**src/adcs_defs.svh**
```systemverilog
`ifndef ADCS_DEFS_SVH
`define ADCS_DEFS_SVH

// clock and start-up times in their own units
`define ADCS_CLK_HZ 25000000
`define ADCS_POR_MS 10
`define ADCS_OSC_MS 500
`define ADCS_START_NS 200

// sequence lengths in master clock periods
`define ADCS_CONVERSION_REQUEST_CYC 24'h000658
`define ADCS_CONT_CYC 24'h000656
`define ADCS_CAL_CYC 24'h000cae
`define ADCS_WAKE_CYC 24'h000708

// register byte offsets
`define ADCS_REG_STATUS 4'h0
`define ADCS_REG_IRQ_STAT 4'h4
`define ADCS_REG_IRQ_MASK 4'h8
`define ADCS_REG_CTRL 4'hc

// field positions
`define ADCS_IRQ_CONVERSION_REQUEST 0
`define ADCS_IRQ_CAL 1
`define ADCS_IRQ_WAKE 2
`define ADCS_CTRL_EXTCLK 0
`define ADCS_CTRL_SLEEP 1

// reset values
`define ADCS_CTRL_RST 2'h1
`define ADCS_MASK_RST 3'h0

`endif

```
**src/adcs_pkg.sv**
```systemverilog
package adcs_pkg;
    typedef enum logic [6:0] {
        ST_POR = 7'h01,
        ST_OSC = 7'h02,
        ST_WAKE = 7'h04,
        ST_IDLE = 7'h08,
        ST_CONVERSION_REQUEST = 7'h10,
        ST_CAL = 7'h20,
        ST_SLEEP = 7'h40
    } adcs_state_e;

    typedef logic [23:0] adcs_cnt_t;

    typedef struct packed {
        adcs_state_e state;
        logic conversion_request_prev;
        logic cal_prev;
        logic cont;
        logic held;
        logic [1:0] chan;
        logic pol;
        logic rdy_n;
        logic [2:0] irq_stat;
        logic [2:0] irq_mask;
        logic [1:0] ctrl;
        logic irq;
        logic waitreq;
        logic [31:0] rdata;
    } adcs_seq_s;

    typedef struct packed {
        adcs_cnt_t cnt;
    } adcs_tmr_s;
endpackage

```
**src/adcs_tmr_if.sv**
```systemverilog
interface adcs_tmr_if;
    logic load;
    adcs_pkg::adcs_cnt_t val;
    logic expire;
    modport ctl (output load, output val, input expire);
    modport tmr (input load, input val, output expire);
endinterface

```
**src/adcs_timer.sv**
```systemverilog
module adcs_timer #(
    parameter adcs_pkg::adcs_cnt_t RST_VAL = 24'h000001
) (
    // clock and reset
    input wire logic clk,
    input wire logic reset_n,
    // load and expiry
    adcs_tmr_if.tmr t
);
    import adcs_pkg::*;

    adcs_tmr_s tmr_ff;
    adcs_tmr_s nxt_tmr;

    // a load of n raises expire in the n-th cycle after it
    always_comb
    begin
        nxt_tmr = tmr_ff;
        if (t.load)
            nxt_tmr.cnt = t.val;
        else if (tmr_ff.cnt != 24'h000000)
            nxt_tmr.cnt = tmr_ff.cnt - 24'h000001;
    end

    // reset starts the power-on count at once
    always_ff @(posedge clk)
    begin
        if (!reset_n)
            tmr_ff <= '{cnt: RST_VAL};
        else
            tmr_ff <= nxt_tmr;
    end

    assign t.expire = (tmr_ff.cnt == 24'h000001);
endmodule

```
**src/adcs_sequencer.sv**
```systemverilog
// The implementer's own choices: the register offsets and the Avalon-MM register port.
`include "adcs_defs.svh"

// Summary of operation
// - a single-shot conversion ends and flags its result 1624 clocks after start
// - with the request held high, back-to-back conversions take 1622 clocks
// - self-calibration runs 3246 clocks from start to finish
// - a request rising edge starts a conversion within 2 clocks plus 200 ns
// - request and calibrate both high start calibration within 2 clocks plus 200 ns
// - a calibrate pulse while the request is held high also starts calibration
// - power-on reset of about 10 ms after power-up and after leaving sleep
// - a 1800-clock wake-up follows oscillator start or the reset time
// - sleep level powers down; resuming needs reset, oscillator start (crystal only, skipped with external clock) and wake-up
module adcs_sequencer #(
    parameter int unsigned POR_CYC = `ADCS_POR_MS * (`ADCS_CLK_HZ / 1000),
    parameter int unsigned OSC_CYC = `ADCS_OSC_MS * (`ADCS_CLK_HZ / 1000)
) (
    // clock and reset
    input wire logic clk,
    input wire logic reset_n,
    // converter control pins
    input wire logic conversion_request,
    input wire logic calibration_select,
    input wire logic channel_addr_bit0,
    input wire logic channel_addr_bit1,
    input wire logic polarity_select,
    input wire logic port_mode_sleep_pin,
    output logic result_ready_n,
    output logic [1:0] result_channel,
    output logic result_polarity,
    // avalon-mm slave
    input wire logic [3:0] avs_address,
    input wire logic avs_read,
    input wire logic avs_write,
    input wire logic [31:0] avs_writedata,
    input wire logic [3:0] avs_byteenable,
    output logic [31:0] avs_readdata,
    output logic avs_waitrequest,
    // interrupt
    output logic irq
);
    import adcs_pkg::*;

    localparam int start_max = 2 + (`ADCS_START_NS * (`ADCS_CLK_HZ / 1000000)) / 1000;

    adcs_seq_s seq_ff;
    adcs_seq_s nxt_seq;
    adcs_tmr_if tmr_bus();
    logic conversion_request_rise;
    logic cal_rise;
    logic sleep_req;
    logic bus_wr;
    logic [2:0] ev;
    logic [2:0] clr;
    logic [31:0] rd_mux;

    adcs_timer #(
        .RST_VAL(24'(POR_CYC))
    ) u_timer (
        .clk(clk),
        .reset_n(reset_n),
        .t(tmr_bus.tmr)
    );

    // edges of the host pins; pins are already synchronous to clk
    assign conversion_request_rise = conversion_request & ~seq_ff.conversion_request_prev;
    assign cal_rise = calibration_select & ~seq_ff.cal_prev;
    assign sleep_req = port_mode_sleep_pin | seq_ff.ctrl[`ADCS_CTRL_SLEEP];
    // a write takes effect only at the edge that ends the wait
    assign bus_wr = avs_write & ~seq_ff.waitreq;

    // register read mux, unmapped offsets read zero
    always_comb
    begin
        rd_mux = 32'h00000000;
        unique case (avs_address)
            `ADCS_REG_STATUS:
                rd_mux = {21'h000000, seq_ff.pol, seq_ff.chan, seq_ff.rdy_n, seq_ff.state};
            `ADCS_REG_IRQ_STAT:
                rd_mux = {29'h00000000, seq_ff.irq_stat};
            `ADCS_REG_IRQ_MASK:
                rd_mux = {29'h00000000, seq_ff.irq_mask};
            `ADCS_REG_CTRL:
                rd_mux = {30'h00000000, seq_ff.ctrl};
            default:
                rd_mux = 32'h00000000;
        endcase
    end

    // sequencer, bus slave and interrupt next state
    always_comb
    begin
        nxt_seq = seq_ff;
        tmr_bus.load = 1'b0;
        tmr_bus.val = 24'h000000;
        ev = 3'h0;
        clr = 3'h0;
        nxt_seq.conversion_request_prev = conversion_request;
        nxt_seq.cal_prev = calibration_select;
        unique case (seq_ff.state)
            ST_POR:
                if (tmr_bus.expire)
                begin
                    if (seq_ff.ctrl[`ADCS_CTRL_EXTCLK])
                    begin
                        // external clock: wake-up starts when reset time ends
                        nxt_seq.state = ST_WAKE;
                        tmr_bus.load = 1'b1;
                        tmr_bus.val = `ADCS_WAKE_CYC;
                    end
                    else
                    begin
                        nxt_seq.state = ST_OSC;
                        tmr_bus.load = 1'b1;
                        tmr_bus.val = 24'(OSC_CYC);
                    end
                end
            ST_OSC:
                if (tmr_bus.expire)
                begin
                    // crystal: wake-up starts once the oscillator runs
                    nxt_seq.state = ST_WAKE;
                    tmr_bus.load = 1'b1;
                    tmr_bus.val = `ADCS_WAKE_CYC;
                end
            ST_WAKE:
                if (tmr_bus.expire)
                begin
                    nxt_seq.state = ST_IDLE;
                    ev[`ADCS_IRQ_WAKE] = 1'b1;
                end
            ST_IDLE:
                if (conversion_request && calibration_select && (conversion_request_rise || cal_rise))
                begin
                    nxt_seq.state = ST_CAL;
                    tmr_bus.load = 1'b1;
                    tmr_bus.val = `ADCS_CAL_CYC;
                end
                else if (conversion_request_rise)
                begin
                    // start at the same edge that sees the rise, well inside the window
                    nxt_seq.state = ST_CONVERSION_REQUEST;
                    tmr_bus.load = 1'b1;
                    tmr_bus.val = `ADCS_CONVERSION_REQUEST_CYC;
                    nxt_seq.chan = {channel_addr_bit1, channel_addr_bit0};
                    nxt_seq.cont = 1'b0;
                    nxt_seq.held = 1'b1;
                    nxt_seq.rdy_n = 1'b1;
                end
            ST_CONVERSION_REQUEST:
            begin
                // any dip of the request ends continuous mode
                if (!conversion_request)
                    nxt_seq.held = 1'b0;
                // the low pulse of continuous mode lasts one cycle
                if (seq_ff.cont)
                    nxt_seq.rdy_n = 1'b1;
                if (conversion_request && cal_rise)
                begin
                    // a calibrate pulse aborts the conversion in progress
                    nxt_seq.state = ST_CAL;
                    tmr_bus.load = 1'b1;
                    tmr_bus.val = `ADCS_CAL_CYC;
                    nxt_seq.rdy_n = 1'b1;
                end
                else if (tmr_bus.expire)
                begin
                    nxt_seq.rdy_n = 1'b0;
                    // host holds polarity steady up to this edge
                    nxt_seq.pol = polarity_select;
                    ev[`ADCS_IRQ_CONVERSION_REQUEST] = 1'b1;
                    if (seq_ff.held && conversion_request)
                    begin
                        // back-to-back conversion on the same channel
                        tmr_bus.load = 1'b1;
                        tmr_bus.val = `ADCS_CONT_CYC;
                        nxt_seq.cont = 1'b1;
                    end
                    else
                        nxt_seq.state = ST_IDLE;
                end
            end
            ST_CAL:
                if (tmr_bus.expire)
                begin
                    nxt_seq.state = ST_IDLE;
                    ev[`ADCS_IRQ_CAL] = 1'b1;
                end
            ST_SLEEP:
                if (!sleep_req)
                begin
                    // leaving sleep reruns the whole start-up
                    nxt_seq.state = ST_POR;
                    tmr_bus.load = 1'b1;
                    tmr_bus.val = 24'(POR_CYC);
                end
            default:
            begin
                nxt_seq.state = ST_POR;
                tmr_bus.load = 1'b1;
                tmr_bus.val = 24'(POR_CYC);
            end
        endcase
        // sleep overrides the next state, ready, continuous flag and timer load, including in a running conversion
        if (sleep_req && seq_ff.state != ST_SLEEP)
        begin
            nxt_seq.state = ST_SLEEP;
            nxt_seq.rdy_n = 1'b1;
            nxt_seq.cont = 1'b0;
            tmr_bus.load = 1'b0;
        end
        // bus slave: one wait cycle, then the answer
        if ((avs_read || avs_write) && seq_ff.waitreq)
        begin
            nxt_seq.waitreq = 1'b0;
            nxt_seq.rdata = rd_mux;
        end
        else
            nxt_seq.waitreq = 1'b1;
        if (bus_wr && avs_byteenable[0])
        begin
            unique case (avs_address)
                `ADCS_REG_IRQ_STAT:
                    clr = avs_writedata[2:0];
                `ADCS_REG_IRQ_MASK:
                    nxt_seq.irq_mask = avs_writedata[2:0];
                `ADCS_REG_CTRL:
                    nxt_seq.ctrl = avs_writedata[1:0];
                default:
                    clr = 3'h0;
            endcase
        end
        // a new event beats a clear in the same cycle
        nxt_seq.irq_stat = (seq_ff.irq_stat & ~clr) | ev;
        nxt_seq.irq = |(nxt_seq.irq_stat & nxt_seq.irq_mask);
    end

    // single state register
    always_ff @(posedge clk)
    begin
        if (!reset_n)
        begin
            seq_ff <= '{state: ST_POR, conversion_request_prev: 1'b0, cal_prev: 1'b0, cont: 1'b0,
                held: 1'b0, chan: 2'h0, pol: 1'b0, rdy_n: 1'b1, irq_stat: 3'h0,
                irq_mask: `ADCS_MASK_RST, ctrl: `ADCS_CTRL_RST, irq: 1'b0,
                waitreq: 1'b1, rdata: 32'h00000000};
        end
        else
            seq_ff <= nxt_seq;
    end

    assign result_ready_n = seq_ff.rdy_n;
    assign result_channel = seq_ff.chan;
    assign result_polarity = seq_ff.pol;
    assign avs_readdata = seq_ff.rdata;
    assign avs_waitrequest = seq_ff.waitreq;
    assign irq = seq_ff.irq;

    // helper: cycles since the last timer load
    logic [23:0] run_ff;
    always_ff @(posedge clk)
    begin
        if (!reset_n)
            run_ff <= 24'h000001;
        else if (tmr_bus.load)
            run_ff <= 24'h000001;
        else
            run_ff <= run_ff + 24'h000001;
    end
endmodule

```
**config.mk**
```make
export PLATFORM = sky130hd
export DESIGN_NAME = adcs_sequencer
export DESIGN_NICKNAME = d
export VERILOG_FILES = /design/src/adcs_pkg.sv /design/src/adcs_tmr_if.sv /design/src/adcs_timer.sv /design/src/adcs_sequencer.sv
export VERILOG_INCLUDE_DIRS = /design/src
export SDC_FILE = /design/constraint.sdc
export NUM_CORES = 1
export LEC_CHECK = 0
export BUFFER_PORTS_ARGS = -buffer_cell sky130_fd_sc_hd__buf_4
export CORE_ASPECT_RATIO = 1.75
export CORE_MARGIN = 2
export CORE_UTILIZATION = 53
export CTS_CLUSTER_SIZE = 16
export DETAILED_ROUTE_END_ITERATION = 12
export PLACE_DENSITY = 0.78
export SLEW_MARGIN = 20
export SYNTH_ARGS = -nofsm -noshare
export SYNTH_HDL_FRONTEND = slang
export SYNTH_SLANG_ARGS = --single-unit
```
**constraint.sdc**
```tcl
create_clock -name clk -period 2.45 [get_ports clk]
set_input_delay 0.1225 -clock clk [delete_from_list [all_inputs] [get_ports clk]]
set_output_delay 0.1225 -clock clk [all_outputs]
set_load 0.05 [all_outputs]
```
==> flow_summary.toml, run 1 <==
[place]
gp_congestion = 0.8624
placed_cell_area_mm2 = 0.003632
port_buffers = 34
dp_hpwl_um = 5945

[clock_network]
cts-htree-levels = 3
clock_path_buffers = 2
cts_tree = "built"
clkSinkCount = 60
cts_buffers = 9
clkLatencyLatePin_ns = 0.34
path_clk_slew_ns = 0.07
cts_hold_buf = 0
clock_tree.root_cell = "clkbuf_8"

[sta]
hold_violations = 0
post-route-period-util_pct = 95.04
fmaxAchievable_mhz = 429.5
relSlewSlack_pct = 49.70
timing.final.max_slew_violations = 0
post-route-min-period_ns = 2.328
worst_pin_slew_ns = 0.7537
grt_setup_unrepaired = "yes"
finClkSkew_ns = 0.005147
setup_viol = 0

[setup_path]
path_buf_inv = 1
worstSetupPathType = "reg2reg"
crit_end = "u_timer.tmr_ff[4]$_SDFFE_PN1P_"
crit_chain = "nor4b_2 -> nand4_1 -> a2111oi_0 -> a211o_1 -> buf_4 -> and3_1 -> o21ai_1"
r2r-end = "u_timer.tmr_ff[4]$_SDFFE_PN1P_"
start_kind = "flip-flop"
cp_slowest_stage_delay_ns = 0.44
required_ns = 2.68
r2r_cells = 7
crit_path_max_fanout = 11
cp.depth = 7
arrival_ns = 2.55
r2r-start = "seq_ff[50]$_SDFFE_PN1P_"
rrSetupSlack_ns = 0.12
startpoint = "seq_ff[50]$_SDFFE_PN1P_"
critPathTopFamily = "simple AND/OR/NAND/NOR gates"
slowest_stage = "a2111oi_0"
cp-end-kind = "flip-flop"

[logic_synthesis]
synth_top_area_share_pct = 35.24
async_reset_ff_share_pct = 0
yosysSeqAreaShare_pct = 35.24
synth-edff-count = 0
yosysUniqueCellTypes = 71
synth-seq-cells = 60
ys_warn_count = 0
syn_inst = 398
netlist_area_mm2 = 0.003408
avgSynthCellArea_um2 = 8.563
ys.flop_type = "dfxtp_1"
synth_top_area_cell = "dfxtp_1"
synth_area_leaders = "dfxtp_1 (35%), buf_4 (7.9%), nor2_1 (5.0%)"

[global_route]
grt-ovfl-total = 0
grt_max_degree = 22
antenna_found_initial = 0
grt_pass1_wl_um = 12730
grt.total_usage_pct = 23.41
first_global_vias = 2929

[route]
ant_nets = 0
route.detailed.drc = 0
wirelength_um = 7919
route.vias.total = 3026
drtIter0Drc = 154
first_pass_iters = 7
routedWlPerCell_um = 15.26
viasPerCell = 5.830

[run_status]
status = "completed"

[layout]
drive_gt1_share_pct = 20.96
syn_to_final_growth_pct = 14.79
nFillCells = 547
num-nets-final = 486
diodes = 0
post-route-util_pct = 62.82
final_area_mm2 = 0.003913

[die]
dieArea_mm2 = 0.007114
initial_utilization_pct = 54.72
die_w_um = 64.62
core_mm2 = 0.006228
fp.dieH_um = 110.1
rows = 38
num_io_pins = 88

[power_and_ir_drop]
peakVddDrop_v = 0.0003999
leakage_uw = 0.001568
power_density_mw_per_mm2 = 646.2

[hold_path]
hold_path_class = "in2reg"

[flow_run]
cap_violations = 0
[state kept, by name, indices dropped and copies added (netlist names)]
register and count:
u_timer.tmr_ff 24, result_ready_n 1, result_polarity 1, result_channel 2, avs_waitrequest 1, irq 1, seq_ff 19, avs_readdata 11
[synth_stat cells, types with 3 or more instances]
cell type and number:
or3_1 6, nand3b_1 5, or2_2 3, nor4_1 5
nor3_1 11, o31ai_1 4, and2_1 3, buf_4 36
and3_1 3, nand3_1 15, buf_2 3, xor2_1 12
a21oi_1 18, o211ai_1 6, nand4_1 7, nor2b_1 6
a31oi_1 5, a22oi_1 11, o21ai_1 3, nand2b_1 3
a21boi_0 5, inv_1 7, dfxtp_1 60, o21ai_0 14
clkbuf_1 8, xnor2_1 10, mux2i_1 7, nand2_1 25
nor2_1 45
[layer usage]
layer / up-vias / GRT usage, % / part of all wire (%)
li1: 1461 / - / -
met1: 1418 / 21.38 / 36
met2: 117 / 44.64 / 55
met3: 30 / 6.193 / 4.5
met4: 0 / 15.20 / 4.3
met5: - / 0 / 0
[how the worst min path moves through the flow]
stage | start | endpoint | depth (start not counted)
2_1_floorplan | calibration_select | seq_ff[48]$_SDFF_PN0_ | 1
3_3_place_gp | polarity_select | result_polarity$_SDFFE_PN0P_ | 3
3_5_place_dp | avs_writedata[0] | seq_ff[34]$_SDFFE_PN1P_ | 3
4_1_cts | avs_writedata[0] | seq_ff[34]$_SDFFE_PN1P_ | 3
5_1_grt | polarity_select | result_polarity$_SDFFE_PN0P_ | 3
6_report | avs_writedata[0] | seq_ff[34]$_SDFFE_PN1P_ | 3
[final cells by class]
type / count / area (µm²) / share of cell area [%]
clock buffer: 12 / 155.1 / 3.965
multi-input combinational: 301 / 1922 / 49.12
timing repair buffer: 55 / 412.9 / 10.55
inverter: 7 / 26.28 / 0.6716
tap: 80 / 100.1 / 2.558
clock inverter: 4 / 95.09 / 2.430
sequential: 60 / 1201 / 30.70
[worst register-to-register path: cells and delay by family (launching register included)]
kind                   cells  cell delay, ns
buffers and inverters      1            0.21
DFF                        1            0.43
and+or+nand+nor            3            0.82
AOI/OAI and AO/OA          3            0.76
[cells by family after synthesis]
| logic type | share of synthesized area [%] |
|---|---|
| muxes | 3.708 |
| buffers and inverters | 10.79 |
| AOI/OAI and AO/OA | 17.07 |
| and+or+nand+nor | 26.69 |
| other | 0.1100 |
| DFF | 35.24 |
| xor gates and xnor gates | 5.653 |
| adders and majority gates | 0.7341 |
[through the flow]
| stage | total power (µW) | hold WS [ns] | worst slack (ns) | setup TNS, ns | cells |
|---|---|---|---|---|---|
| 3_5_place_dp | 1429 | 0.3678 | 0.07737 | 0 | 500 |
| 5_1_grt | 2618 | 0.009895 | -0.03999 | -0.09293 | 519 |
| 6_report | 2528 | 0.02151 | 0.1216 | 0 | 519 |
| 2_1_floorplan | 1370 | 0.2442 | 0.3840 | 0 | 418 |
| 3_3_place_gp | 1419 | 0.3593 | 0.1249 | 0 | 500 |
| 4_1_cts | 2538 | 0.005662 | 0.04266 | 0 | 516 |
[where the power goes]
part | total [µW] | switching (µW) | internal, µW
Sequential | 1050 | 41.1 | 1010
Clock | 1120 | 386 | 730
Combinational | 365 | 232 | 133
Total | 2530 | 659 | 1870
[timing repair]
action	CTS	global route
endpoints found under the setup margin	0	7
buffers inserted	0	3
gates resized for setup	0	3
[placed cells by master (no fill, tap or decap), types with 10 or more instances in the layout]
cell / n
nor2_1: 44
xnor2_1: 10
o21ai_0: 14
dfxtp_1: 60
conb_1: 21
nand3_1: 15
buf_4: 55
nand2_1: 25
nor3_1: 11
a21oi_1: 18
a22oi_1: 11
xor2_1: 12
clkbuf_8: 11
No activity file was read; power rests on OpenSTA's default activity.
==> run 2, diff against run 1 <==
--- a/config.mk
+++ b/config.mk
@@ -10,6 +10,7 @@
 export CORE_ASPECT_RATIO = 1.75
 export CORE_MARGIN = 2
 export CORE_UTILIZATION = 53
+export CTS_BUF_LIST = sky130_fd_sc_hd__clkbuf_8 sky130_fd_sc_hd__clkbuf_16
 export CTS_CLUSTER_SIZE = 16
 export DETAILED_ROUTE_END_ITERATION = 12
 export PLACE_DENSITY = 0.78
==> flow_summary.toml, run 2 (synthesized netlist as in run 1, its figures left out) <==
[run_status]
status = "completed"

[clock_network]
path_clk_slew_ns = 0.06
cts-htree-levels = 3
cts_tree = "built"
clkSinkCount = 60
cts_hold_buf = 0
clock_tree.root_cell = "clkbuf_8"
cts_buffers = 9
clkLatencyLatePin_ns = 0.34
clock_path_buffers = 2

[place]
placed_cell_area_mm2 = 0.003632
pre_cts_ws_ns = 0.07737
gp_congestion = 0.8624
port_buffers = 34
dp_hpwl_um = 5945

[setup_path]
r2r_cells = 7
required_ns = 2.71
startpoint = "seq_ff[55]$_SDFFE_PP0P_"
cp-end-kind = "flip-flop"
worstSetupPathType = "reg2reg"
r2r-start = "seq_ff[55]$_SDFFE_PP0P_"
start_kind = "flip-flop"
crit_path_max_fanout = 11
arrival_ns = 2.58

[die]
dieArea_mm2 = 0.007114
core_mm2 = 0.006228
die_w_um = 64.62
num_io_pins = 88
initial_utilization_pct = 54.72
rows = 38
fp.dieH_um = 110.1

[global_route]
grt_pass1_wl_um = 12730
antenna_found_initial = 0
grt_max_degree = 22
grt.total_usage_pct = 23.41
first_global_vias = 2929
grt-ovfl-total = 0

[route]
drtIter0Drc = 156
route.detailed.drc = 0
routedWlPerCell_um = 15.24
route.vias.total = 3026
first_pass_iters = 6
ant_nets = 0
wirelength_um = 7911
viasPerCell = 5.830

[sta]
grt_setup_unrepaired = "yes"
hold_violations = 0
timing.final.max_slew_violations = 0
fmaxAchievable_mhz = 430.0
setup_viol = 0
post-route-period-util_pct = 94.91
post-route-min-period_ns = 2.325
relSlewSlack_pct = 49.70
worst_slack_ns = 0.1246
finClkSkew_ns = 0.005041
worst_pin_slew_ns = 0.7537

[layout]
post-route-util_pct = 62.82
largest_reg_flops = 24
final_common_cell = "dfxtp_1"
top_register = "u_timer.tmr_ff"
final_cell_mix = "dfxtp_1 (60), buf_4 (55), nor2_1 (44), nand2_1 (25), conb_1 (21)"
num-nets-final = 486
final_area_mm2 = 0.003913
diodes = 0
syn_to_final_growth_pct = 14.79
drive_gt1_share_pct = 20.96
nFillCells = 547

[hold_path]
hold_path_class = "in2reg"
worstHoldStart = "avs_writedata[0]"
min_delay_path_depth = 3

[power_and_ir_drop]
leakage_uw = 0.001572
peakVddDrop_v = 0.0003995
power_density_mw_per_mm2 = 645.0

[flow_run]
cap_violations = 0
[run 2: cell count changes in the layout (fill, tap and decap cells not counted), sizes merged]
cell and delta:
inv +1, clkbuf -1
[run 2: worst max-delay path, cell delays in order (launching register included)]
cell	delay (ns)
dfxtp_1	0.40
nor3_4	0.35
o211ai_1	0.21
and4_1	0.27
a211o_1	0.30
buf_4	0.20
or3_1	0.34
a21oi_1	0.16
[run 2: what timing repair did]
item / CTS / global route
buffers inserted: 0 / 3
endpoints found under the setup margin: 0 / 7
resized for setup: 0 / 3
[run 2: through the flow]
| stage | power, µW | instances | hold WS [ns] | TNS [ns] |
|---|---|---|---|---|
| 6_report | 2524 | 519 | 0.02308 | 0 |
| 5_1_grt | 2614 | 519 | 0.009895 | -0.09293 |
| 4_1_cts | 2534 | 516 | 0.005386 | 0 |
| 3_5_place_dp | 1429 | 500 | 0.3678 | 0 |
| 3_3_place_gp | 1419 | 500 | 0.3593 | 0 |
| 2_1_floorplan | 1370 | 418 | 0.2442 | 0 |
[run 2: layout make-up]
type | count | area, µm² | area share [%]
inverter | 7 | 26.28 | 0.6716
clock buffer | 11 | 151.4 | 3.870
timing repair buffer | 55 | 412.9 | 10.55
tap | 80 | 100.1 | 2.558
multi-input combinational | 301 | 1922 | 49.12
sequential | 60 | 1201 | 30.70
clock inverter | 5 | 98.84 | 2.526
[run 2: final timing paths]
kind | to | slack, ns
max | u_timer.tmr_ff[5]$_SDFFE_PN0P_ | 0.12
min | seq_ff[34]$_SDFFE_PN1P_ | 0.02
max reg2reg | u_timer.tmr_ff[5]$_SDFFE_PN0P_ | 0.12
min reg2reg | result_channel[1]$_SDFFE_PN0P_ | 0.47
[run 2: per-layer routing]
layer	GRT usage (%)	vias up	share of wire [%]
li1	-	1464	-
met1	21.38	1416	36
met2	44.64	118	55
met3	6.193	28	4.7
met4	15.20	0	4.3
met5	0	-	0
[run 2: power by group]
part / leakage [µW] / internal, µW / switching, µW
clock network: 0.000131 / 726 / 385
logic: 0.000954 / 133 / 232
registers: 0.000487 / 1010 / 40.9
